`config.mk`:
```
export PLATFORM = sky130hd
export DESIGN_NAME = sru_top
export DESIGN_NICKNAME = d
export VERILOG_FILES = /design/src/hw/sru_pkg.sv /design/src/hw/sru_top.sv
export VERILOG_INCLUDE_DIRS = /design/src /design/src/hw
export SDC_FILE = /design/constraint.sdc
export NUM_CORES = 1
export LEC_CHECK = 0
export ABC_AREA = 1
export BUFFER_PORTS_ARGS = -buffer_cell sky130_fd_sc_hd__buf_2
export CORE_MARGIN = 10
export CORE_UTILIZATION = 29
export CTS_CLUSTER_SIZE = 28
export DETAILED_ROUTE_END_ITERATION = 6
export PLACE_DENSITY = 0.48
export SLEW_MARGIN = 10
export SYNTH_ARGS = -nofsm -noshare
export SYNTH_HDL_FRONTEND = slang
export SYNTH_SLANG_ARGS = --single-unit
```
`constraint.sdc`:
```
create_clock -name clk -period 4.3 [get_ports clk]
set_input_delay 1.29 -clock clk [delete_from_list [all_inputs] [get_ports clk]]
set_output_delay 1.29 -clock clk [all_outputs]
set_load 0.01 [all_outputs]
```
`src/hw/sru_consts.svh`:
```
// sru_consts.svh: register offsets, field positions, reset values and timing counts
// assumes: included by the SPI register/shift unit files and by its assertion and test files
`ifndef SRU_CONSTS_SVH
`define SRU_CONSTS_SVH

// register offsets on the 8-bit register port
`define SRU_CH0_CONTROL 8'hB6
`define SRU_CH0_FLAGS 8'hB7
`define SRU_CH0_DATA 8'hB8
`define SRU_CH1_CONTROL 8'hBA
`define SRU_CH1_FLAGS 8'hBB
`define SRU_CH1_DATA 8'hBC

// control_reg fields
`define SRU_CTL_IRQ_EN 7
`define SRU_CTL_SPI_EN 5
`define SRU_CTL_MASTER 4
`define SRU_CTL_CPOL 3
`define SRU_CTL_CPHA 2
`define SRU_CTL_RESET 8'h04

// flags_reg fields
`define SRU_FLG_DONE 7
`define SRU_FLG_WRITE_COLLISION_FLAG 6
`define SRU_FLG_MODE_FAULT_FLAG 4

// serial clock half period in system clocks (stands in for the baud divider)
`define SRU_HALF_PERIOD 8'h04
`define SRU_LAST_BIT 3'h7
`define SRU_ZERO_BYTE 8'h00

`endif

```
`src/hw/sru_pkg.sv`:
```
// sru_pkg.sv: types shared by the SPI register/shift unit
// assumes: nothing beyond the constants header
package sru_pkg;

  // serial pins seen from outside, raw and unsynchronised
  typedef struct packed {
    logic sck;
    logic mosi;
    logic miso;
    logic ssN;
  } sru_link_in_t;

  // serial pin drivers; enables are low while driving
  typedef struct packed {
    logic sckOut;
    logic sckOeN;
    logic mosiOut;
    logic mosiOeN;
    logic misoOut;
    logic misoOeN;
  } sru_link_out_t;

  typedef enum logic {
    SRU_IDLE,
    SRU_RUN
  } sru_master_t;

  // all state of one channel
  typedef struct packed {
    logic irqEn;
    logic spiEn;
    logic master;
    logic cpol;
    logic cpha;
    logic done;
    logic write_collision_flag;
    logic mode_fault_flag;
    logic [7:0] shifter;
    logic [7:0] rxBuf;
    logic [2:0] bitCnt;
    sru_master_t mst;
    logic [7:0] divCnt;
    logic sckOut;
    logic outBit;
    logic sampleBit;
    logic [3:0] syncA;
    logic [3:0] syncB;
    logic prevSck;
  } sru_chan_t;

  typedef struct packed {
    logic [7:0] rdata;
  } sru_top_t;

endpackage : sru_pkg

```
`src/hw/sru_top.sv`:
```
// sru_top.sv: two-channel SPI register and shift unit with its register port
// assumes: a cpu on clk drives the register port; serial pins arrive from
// outside the clock domain and are synchronised here
`timescale 1ns/10ps
`include "sru_consts.svh"

// one SPI channel: control, flags, shifter and receive buffer
module sru_channel (
  input wire logic clk,
  input wire logic reset,
  input wire logic ctrlWr,
  input wire logic dataWr,
  input wire logic flagsRd,
  input wire logic [7:0] wdata,
  input wire sru_pkg::sru_link_in_t linkIn,
  output sru_pkg::sru_link_out_t linkOut,
  output logic [7:0] ctrlView,
  output logic [7:0] flagsView,
  output logic [7:0] rxView,
  output logic irq
);

  localparam logic [7:0] CtrlRst = `SRU_CTL_RESET;

  sru_pkg::sru_chan_t s_q;
  sru_pkg::sru_chan_t s_d;

  logic sckS;
  logic mosiS;
  logic misoS;
  logic ssNS;
  logic lead;
  logic trail;
  logic busy;
  logic rxIn;
  logic doneEvt;
  logic wcolEvt;
  logic modfEvt;
  logic [7:0] nextShift;

  assign sckS = s_q.syncB[3];
  assign mosiS = s_q.syncB[2];
  assign misoS = s_q.syncB[1];
  assign ssNS = s_q.syncB[0];

  always_comb begin
    s_d = s_q;
    lead = 1'b0;
    trail = 1'b0;
    doneEvt = 1'b0;
    wcolEvt = 1'b0;
    modfEvt = 1'b0;
    nextShift = s_q.shifter;
    rxIn = s_q.master ? misoS : mosiS;
    busy = (s_q.mst == sru_pkg::SRU_RUN) || (s_q.bitCnt != 3'h0);

    // two-stage synchronisers; only the second stage is read
    s_d.syncA = {linkIn.sck, linkIn.mosi, linkIn.miso, linkIn.ssN};
    s_d.syncB = s_q.syncA;
    s_d.prevSck = sckS;

    // software control writes; reserved bits are dropped
    if (ctrlWr) begin
      s_d.irqEn = wdata[`SRU_CTL_IRQ_EN]; // RULE_01
      s_d.spiEn = wdata[`SRU_CTL_SPI_EN]; // RULE_02
      s_d.master = wdata[`SRU_CTL_MASTER]; // RULE_03
      s_d.cpol = wdata[`SRU_CTL_CPOL]; // RULE_04
      s_d.cpha = wdata[`SRU_CTL_CPHA]; // RULE_05
    end

    // edge sources: own divider in master role, the pin in slave role
    if (s_q.spiEn && s_q.master) begin
      if (s_q.mst == sru_pkg::SRU_RUN) begin
        if (s_q.divCnt == `SRU_HALF_PERIOD - 8'h01) begin
          s_d.divCnt = 8'h00;
          s_d.sckOut = ~s_q.sckOut;
          if (s_q.sckOut == s_q.cpol) begin
            lead = 1'b1;
          end else begin
            trail = 1'b1;
          end
        end else begin
          s_d.divCnt = s_q.divCnt + 8'h01;
        end
      end else begin
        s_d.sckOut = s_q.cpol; // RULE_04
        s_d.divCnt = 8'h00;
      end
    end else if (s_q.spiEn && !ssNS) begin
      // slave only moves while selected
      lead = (sckS != s_q.cpol) && (s_q.prevSck == s_q.cpol);
      trail = (sckS == s_q.cpol) && (s_q.prevSck != s_q.cpol);
    end else if (!s_q.spiEn || ssNS) begin
      // deselect or disable abandons any partial byte
      s_d.bitCnt = 3'h0;
      s_d.mst = sru_pkg::SRU_IDLE;
      s_d.sckOut = s_q.cpol;
    end

    // phase 0 samples on lead and shifts on trail; phase 1 changes on lead
    if (lead) begin
      if (!s_q.cpha) begin
        s_d.sampleBit = rxIn; // RULE_20
      end else begin
        s_d.outBit = s_q.shifter[7]; // RULE_20
      end
    end
    if (trail) begin
      if (!s_q.cpha) begin
        nextShift = {s_q.shifter[6:0], s_q.sampleBit}; // RULE_20
        s_d.outBit = s_q.shifter[6];
      end else begin
        nextShift = {s_q.shifter[6:0], rxIn}; // RULE_20
      end
      s_d.shifter = nextShift;
      s_d.bitCnt = s_q.bitCnt + 3'h1;
      if (s_q.bitCnt == `SRU_LAST_BIT) begin
        // eighth trailing edge leaves the clock at idle level
        doneEvt = 1'b1; // RULE_19
        s_d.bitCnt = 3'h0;
        s_d.mst = sru_pkg::SRU_IDLE;
      end
    end

    // between bytes the first data bit waits on the line
    if (!lead && !trail && s_q.bitCnt == 3'h0) begin
      s_d.outBit = s_q.shifter[7];
    end

    // transmit writes go straight into the shifter, no staging register
    if (dataWr) begin
      if (busy) begin
        wcolEvt = 1'b1; // RULE_18
      end else begin
        s_d.shifter = wdata; // RULE_09
        if (s_q.spiEn && s_q.master) begin
          // the same start clocks the next byte in
          s_d.mst = sru_pkg::SRU_RUN; // RULE_10 RULE_11
          s_d.divCnt = 8'h00;
        end
      end
    end

    // a master seeing its select low yields the bus
    if (s_q.spiEn && s_q.master && !ssNS) begin
      modfEvt = 1'b1; // RULE_17
      s_d.spiEn = 1'b0; // RULE_17
      s_d.master = 1'b0; // RULE_17
      s_d.mst = sru_pkg::SRU_IDLE;
      s_d.bitCnt = 3'h0;
      s_d.sckOut = s_q.cpol;
    end

    // completed byte moves to the read buffer unless done is still set with no flags read this cycle
    if (doneEvt) begin
      if (!s_q.done || flagsRd) begin
        s_d.rxBuf = nextShift; // RULE_14
      end
      // otherwise the new byte is dropped as an overrun RULE_15
    end

    // reading flags clears them, but a same-cycle event still lands
    if (flagsRd) begin
      s_d.done = 1'b0; // RULE_06
      s_d.write_collision_flag = 1'b0; // RULE_06
      s_d.mode_fault_flag = 1'b0; // RULE_06
    end
    if (doneEvt) begin
      s_d.done = 1'b1; // RULE_07 RULE_12
    end
    if (wcolEvt) begin
      s_d.write_collision_flag = 1'b1; // RULE_08
    end
    if (modfEvt) begin
      s_d.mode_fault_flag = 1'b1; // RULE_17
    end
  end

  always_ff @(posedge clk) begin
    if (reset) begin
      s_q <= '0;
      s_q.cpha <= CtrlRst[`SRU_CTL_CPHA]; // RULE_05
      s_q.spiEn <= CtrlRst[`SRU_CTL_SPI_EN]; // RULE_02
      s_q.syncA <= 4'hF;
      s_q.syncB <= 4'hF;
    end else begin
      s_q <= s_d;
    end
  end

  always_comb begin
    ctrlView = `SRU_ZERO_BYTE;
    ctrlView[`SRU_CTL_IRQ_EN] = s_q.irqEn;
    ctrlView[`SRU_CTL_SPI_EN] = s_q.spiEn;
    ctrlView[`SRU_CTL_MASTER] = s_q.master;
    ctrlView[`SRU_CTL_CPOL] = s_q.cpol;
    ctrlView[`SRU_CTL_CPHA] = s_q.cpha;
    flagsView = `SRU_ZERO_BYTE;
    flagsView[`SRU_FLG_DONE] = s_q.done;
    flagsView[`SRU_FLG_WRITE_COLLISION_FLAG] = s_q.write_collision_flag;
    flagsView[`SRU_FLG_MODE_FAULT_FLAG] = s_q.mode_fault_flag;
  end

  assign rxView = s_q.rxBuf; // RULE_13 RULE_14
  // held until a flags read clears the cause
  assign irq = s_q.irqEn && (s_q.done || s_q.mode_fault_flag); // RULE_01 RULE_21

  // pins float whenever the unit is off; a slave drives only when selected
  assign linkOut.sckOut = s_q.sckOut;
  assign linkOut.sckOeN = !(s_q.spiEn && s_q.master);
  assign linkOut.mosiOut = s_q.outBit;
  assign linkOut.mosiOeN = !(s_q.spiEn && s_q.master);
  assign linkOut.misoOut = s_q.outBit;
  assign linkOut.misoOeN = !(s_q.spiEn && !s_q.master && !ssNS);

endmodule : sru_channel

// Notes on behaviour
// RULE_01 - control bit 7 gates the interrupt request.
// RULE_02 - control bit 5 enables the unit; it resets to zero.
// RULE_03 - control bit 4 selects master when set, slave when clear.
// RULE_04 - control bit 3 sets master clock idle level.
// RULE_05 - control bit 2 is phase; resets to one; phase 0 needs select high per byte.
// RULE_06 - reading the flags register clears bits 7, 6 and 4.
// RULE_07 - flag bit 7 sets when a byte finishes and can raise interrupt.
// RULE_08 - flag bit 6 sets on a write collision until next flags read.
// RULE_09 - a transmit write loads the shifter directly, no transmit buffer.
// RULE_10 - in master role a transmit write starts sending the byte.
// RULE_11 - master write also starts reception; slave write only preloads.
// RULE_12 - byte completion sets flag bit 7 in both roles.
// RULE_13 - transmit shifter and receive buffer share one address.
// RULE_14 - reads return a receive buffer loaded after each completed byte.
// RULE_15 - a byte completing while flag bit 7 is still set is discarded.
// RULE_16 - two identical channels, 0 and 1, each with three registers.
// RULE_17 - master with select low: mode fault, drop enable and master, interrupt.
// RULE_18 - transmit write during a transfer is ignored and flags a collision.
// RULE_19 - master makes exactly eight clocks per byte then idles the clock.
// RULE_20 - phase 0 samples leading, changes trailing; phase 1 the reverse.
// RULE_21 - interrupt holds while enabled and done or fault flag set.
module sru_top (
  input wire logic clk,
  input wire logic reset,
  input wire logic [7:0] regAddr,
  input wire logic [7:0] regWdata,
  input wire logic regWr,
  input wire logic regRd,
  output logic [7:0] regRdata,
  input wire sru_pkg::sru_link_in_t [1:0] linkIn,
  output sru_pkg::sru_link_out_t [1:0] linkOut,
  output logic [1:0] irq
);

  localparam logic [7:0] CtrlOff [2] = '{`SRU_CH0_CONTROL, `SRU_CH1_CONTROL};
  localparam logic [7:0] FlagsOff [2] = '{`SRU_CH0_FLAGS, `SRU_CH1_FLAGS};
  localparam logic [7:0] DataOff [2] = '{`SRU_CH0_DATA, `SRU_CH1_DATA};

  sru_pkg::sru_top_t s_q;
  sru_pkg::sru_top_t s_d;

  logic [1:0] ctrlWr;
  logic [1:0] dataWr;
  logic [1:0] flagsRd;
  logic [7:0] ctrlView [2];
  logic [7:0] flagsView [2];
  logic [7:0] rxView [2];

  // strobes per channel; unmapped offsets do nothing and read zero
  always_comb begin
    s_d = s_q;
    ctrlWr = 2'b00;
    dataWr = 2'b00;
    flagsRd = 2'b00;
    if (regRd) begin
      s_d.rdata = `SRU_ZERO_BYTE;
    end
    for (int i = 0; i < 2; i++) begin
      if (regAddr == CtrlOff[i]) begin
        ctrlWr[i] = regWr;
        if (regRd) begin
          s_d.rdata = ctrlView[i];
        end
      end else if (regAddr == FlagsOff[i]) begin
        flagsRd[i] = regRd; // RULE_06
        if (regRd) begin
          s_d.rdata = flagsView[i];
        end
      end else if (regAddr == DataOff[i]) begin
        dataWr[i] = regWr; // RULE_13
        if (regRd) begin
          s_d.rdata = rxView[i]; // RULE_13
        end
      end
    end
  end

  always_ff @(posedge clk) begin
    if (reset) begin
      s_q <= '0;
    end else begin
      s_q <= s_d;
    end
  end

  assign regRdata = s_q.rdata;

  for (genvar g = 0; g < 2; g++) begin : gChan
    sru_channel uChan ( // RULE_16
      .clk(clk),
      .reset(reset),
      .ctrlWr(ctrlWr[g]),
      .dataWr(dataWr[g]),
      .flagsRd(flagsRd[g]),
      .wdata(regWdata),
      .linkIn(linkIn[g]),
      .linkOut(linkOut[g]),
      .ctrlView(ctrlView[g]),
      .flagsView(flagsView[g]),
      .rxView(rxView[g]),
      .irq(irq[g])
    );
  end

endmodule : sru_top

```
==> run metrics <==
status=complete, no violations; clk buf depth=2; Required @ worst endpoint=around 3 ns; Synth Register Bits=roughly 100; HP Class=reg -> reg; PD cells=317.5 nW/µm²; vias in the first global route=roughly 4400; die area=approximately 24000 µm²; remaining global-route overflow=0; Syn Nets=799; LEAKAGE=between 2 and 3 nW; detailed-route vias per instance=approximately 4.4; CTS resizes=0; count leader, synth=nand2_1; Clk Latency, worst-skew pair=approximately 0.36 ns; first-pass GRT wire length=between 20000 and 25000 µm; max_cap viols=0; Max Fclk=between 300 and 400 MHz; WL final=~14000 µm; initial antenna violation count=0; synth unique cells=40; Area contributors post-synth=dfxtp_1 (40%), nand2_1 (14%), inv_1 (8.1%); row count=just under 50; clk slew on worst S/H paths=about 0.070 ns; Nets=between 800 and 900; min-delay src=gChan[0].uChan.s_d[4]; Buffers on Ports=49; r2r worst-path depth=11; Worst R2R Start=gChan[0].uChan.ctrlView[4]; clock sink total=around 100; final non-filler cell total=around 1000; WL met2=just over 6000 µm; worst setup path category=reg -> out; n_diodes=0; DR WL met3=approximately 370 µm; M1 WL=7096 µm; Post-synth top cells=nand2_1 (193), inv_1 (113), dfxtp_1 (104); Pins Over Slew Limit=0; number of enable flip-flop cells after synthesis=0; DRC=0; DIE WIDTH=~150 µm; Area Overhead vs Synth=11.65%; total power=1.854 mW; largest area contributor in the netlist=dfxtp_1; Max-slew headroom=0.4700; synthesized cell area=between 5000 and 6000 µm²; First-pass DRT Iterations=4; Critical Path Sink Type=output pin; WHS Endpoint=gChan[0].uChan.s_d[0]; clk root buf=clkbuf_16; Routed WL per cell=between 10 and 15 µm; min Tclk post-route=about 2.8 ns; max layer used=met4; syn_area_per_cell=slightly below 7 µm²; Most used DFF post-synth=dfxtp_1; Final period util=0.6545; setup_tns=0 ns; ratio of cells with drive above 1 in the final layout=0.1344; # fillers=1944; peak supply drop=about 160 µV; H-tree depth=3; crit path launch type=register; core area=approximately 18000 µm²; Worst EP arrival=between 1.5 and 2 ns; DP HPWL=10330 µm; hold depth=1; via count=roughly 4500; Inst Count DP=about 1000; clk_skew=0.009435 ns; RSZ-0062 raised after global routing=false; GRT Total Usage=0.1170; critical path peak fanout=13; YS warnings=0; Boundary Pins=50; CTS Buf Count=9; Final Hold Vio Count=0; register area share after synthesis=0.3980; Tightest Pin Transition=about 0.79 ns; Post-Synthesis Cells=763; final worst slack=approximately 1.5 ns; setup bufs post-CTS=0; Synth top area share=0.3980; CTS tree=done; Die Height=154.3 µm; hold buffer count at cts=0; GP Congestion=between 0.7 and 0.8; Worst R2R End=gChan[0].uChan.rxView[1]; largest net degree at the start of global routing=51; final antenna-violating net count=0; detailed router's first-iteration violation count=261; Async SR Flop Fraction=0; pre-CTS setup slack=around 1.2 ns; reg2reg setup slack=between 1.5 and 2 ns; Initial Util=0.2932; Final Core Density=0.3274; Setup-failing EPs final=0
through the flow:
stage	area, µm²	hold slack, ns
global route	5841	0.4142
CTS	5841	0.4080
global placement	5577	0.3908
detailed placement	5577	0.3923
finish	5841	0.4072
floorplan	5231	0.3895
final cells by class:
cell class	count	area, µm²	area share
multi-input cells	508	2491	0.4265
flip-flops and latches	104	2082	0.3565
inverters	121	456.7	0.07819
well taps	229	286.5	0.04906
repair buffers	51	260.3	0.04456
clock buffers	10	229.0	0.03920
clock inverters	2	35.03	0.005998
where the power goes:
group          internal, mW  switching (mW)  leakage [nW]
clock                 0.438           0.358         0.130
sequential            0.973         0.00449         0.843
combinational        0.0267          0.0534          1.75
total                  1.44           0.416          2.72
metal layers:
layer	vias to the layer above	track usage
met5	-	0
met4	0	0.04318
met3	14	0.02024
met2	49	0.1836
met1	1995	0.1567
li1	2457	-
placed cells by master, fill, tap and decap left out, types with 3 or more instances in the layout:
master / n
nand2_1: 193
o21ai_0: 48
ha_1: 8
o21ai_1: 12
nand2_2: 9
nand4_1: 3
nor2_2: 5
xnor2_1: 4
buf_2: 49
or2_2: 17
and3_1: 5
nor2_4: 3
xor2_1: 4
clkbuf_16: 9
inv_1: 113
clkinv_1: 3
a211oi_1: 4
o211ai_1: 10
nand3_1: 39
dfxtp_1: 104
inv_2: 4
nor2_1: 69
nor3_1: 6
a21oi_1: 52
worst max-delay path, cell delays in order (launching register included):
cell	delay (ns)
dfxtp_1	0.51
nand2_1	0.38
buf_2	0.27
flip-flops by register name (all words and copies together) (netlist names), 4 cells and up:
| register | flops |
|---|---|
| regRdata | 8 |
| gChan.uChan.s_q | 46 |
| gChan.uChan.rxView | 16 |
| gChan.uChan.flagsView | 6 |
| gChan.uChan.linkOut | 4 |
| gChan.uChan.s_d | 10 |
| gChan.uChan.ctrlView | 10 |
worst max-delay path by stage:
stage / endpoint / slack (ns) / from / depth (start not counted)
CTS: linkOut[4] / 1.46 / gChan[0].uChan.ctrlView[4] / 2
floorplan: gChan[0].uChan.s_q[33] / 1.81 / regAddr[7] / 8
global placement: gChan[1].uChan.s_q[37] / 1.20 / regAddr[7] / 10
finish: linkOut[2] / 1.49 / gChan[0].uChan.ctrlView[4] / 2
detailed placement: gChan[1].uChan.s_q[38] / 1.22 / regAddr[7] / 10
global route: gChan[0].uChan.rxView[1] / 1.26 / gChan[0].uChan.ctrlView[4] / 11
kinds of logic after synthesis:
group,count (synthesis),share of synthesized area
AOI/OAI and AO/OA,132,0.1363
xor gates and xnor gates,8,0.01339
adders and majority gates,8,0.01913
buffers and inverters,151,0.1258
DFF,104,0.3980
muxes,2,0.003827
and+or+nand+nor,358,0.3035
No activity file was read; power rests on OpenSTA's default activity.
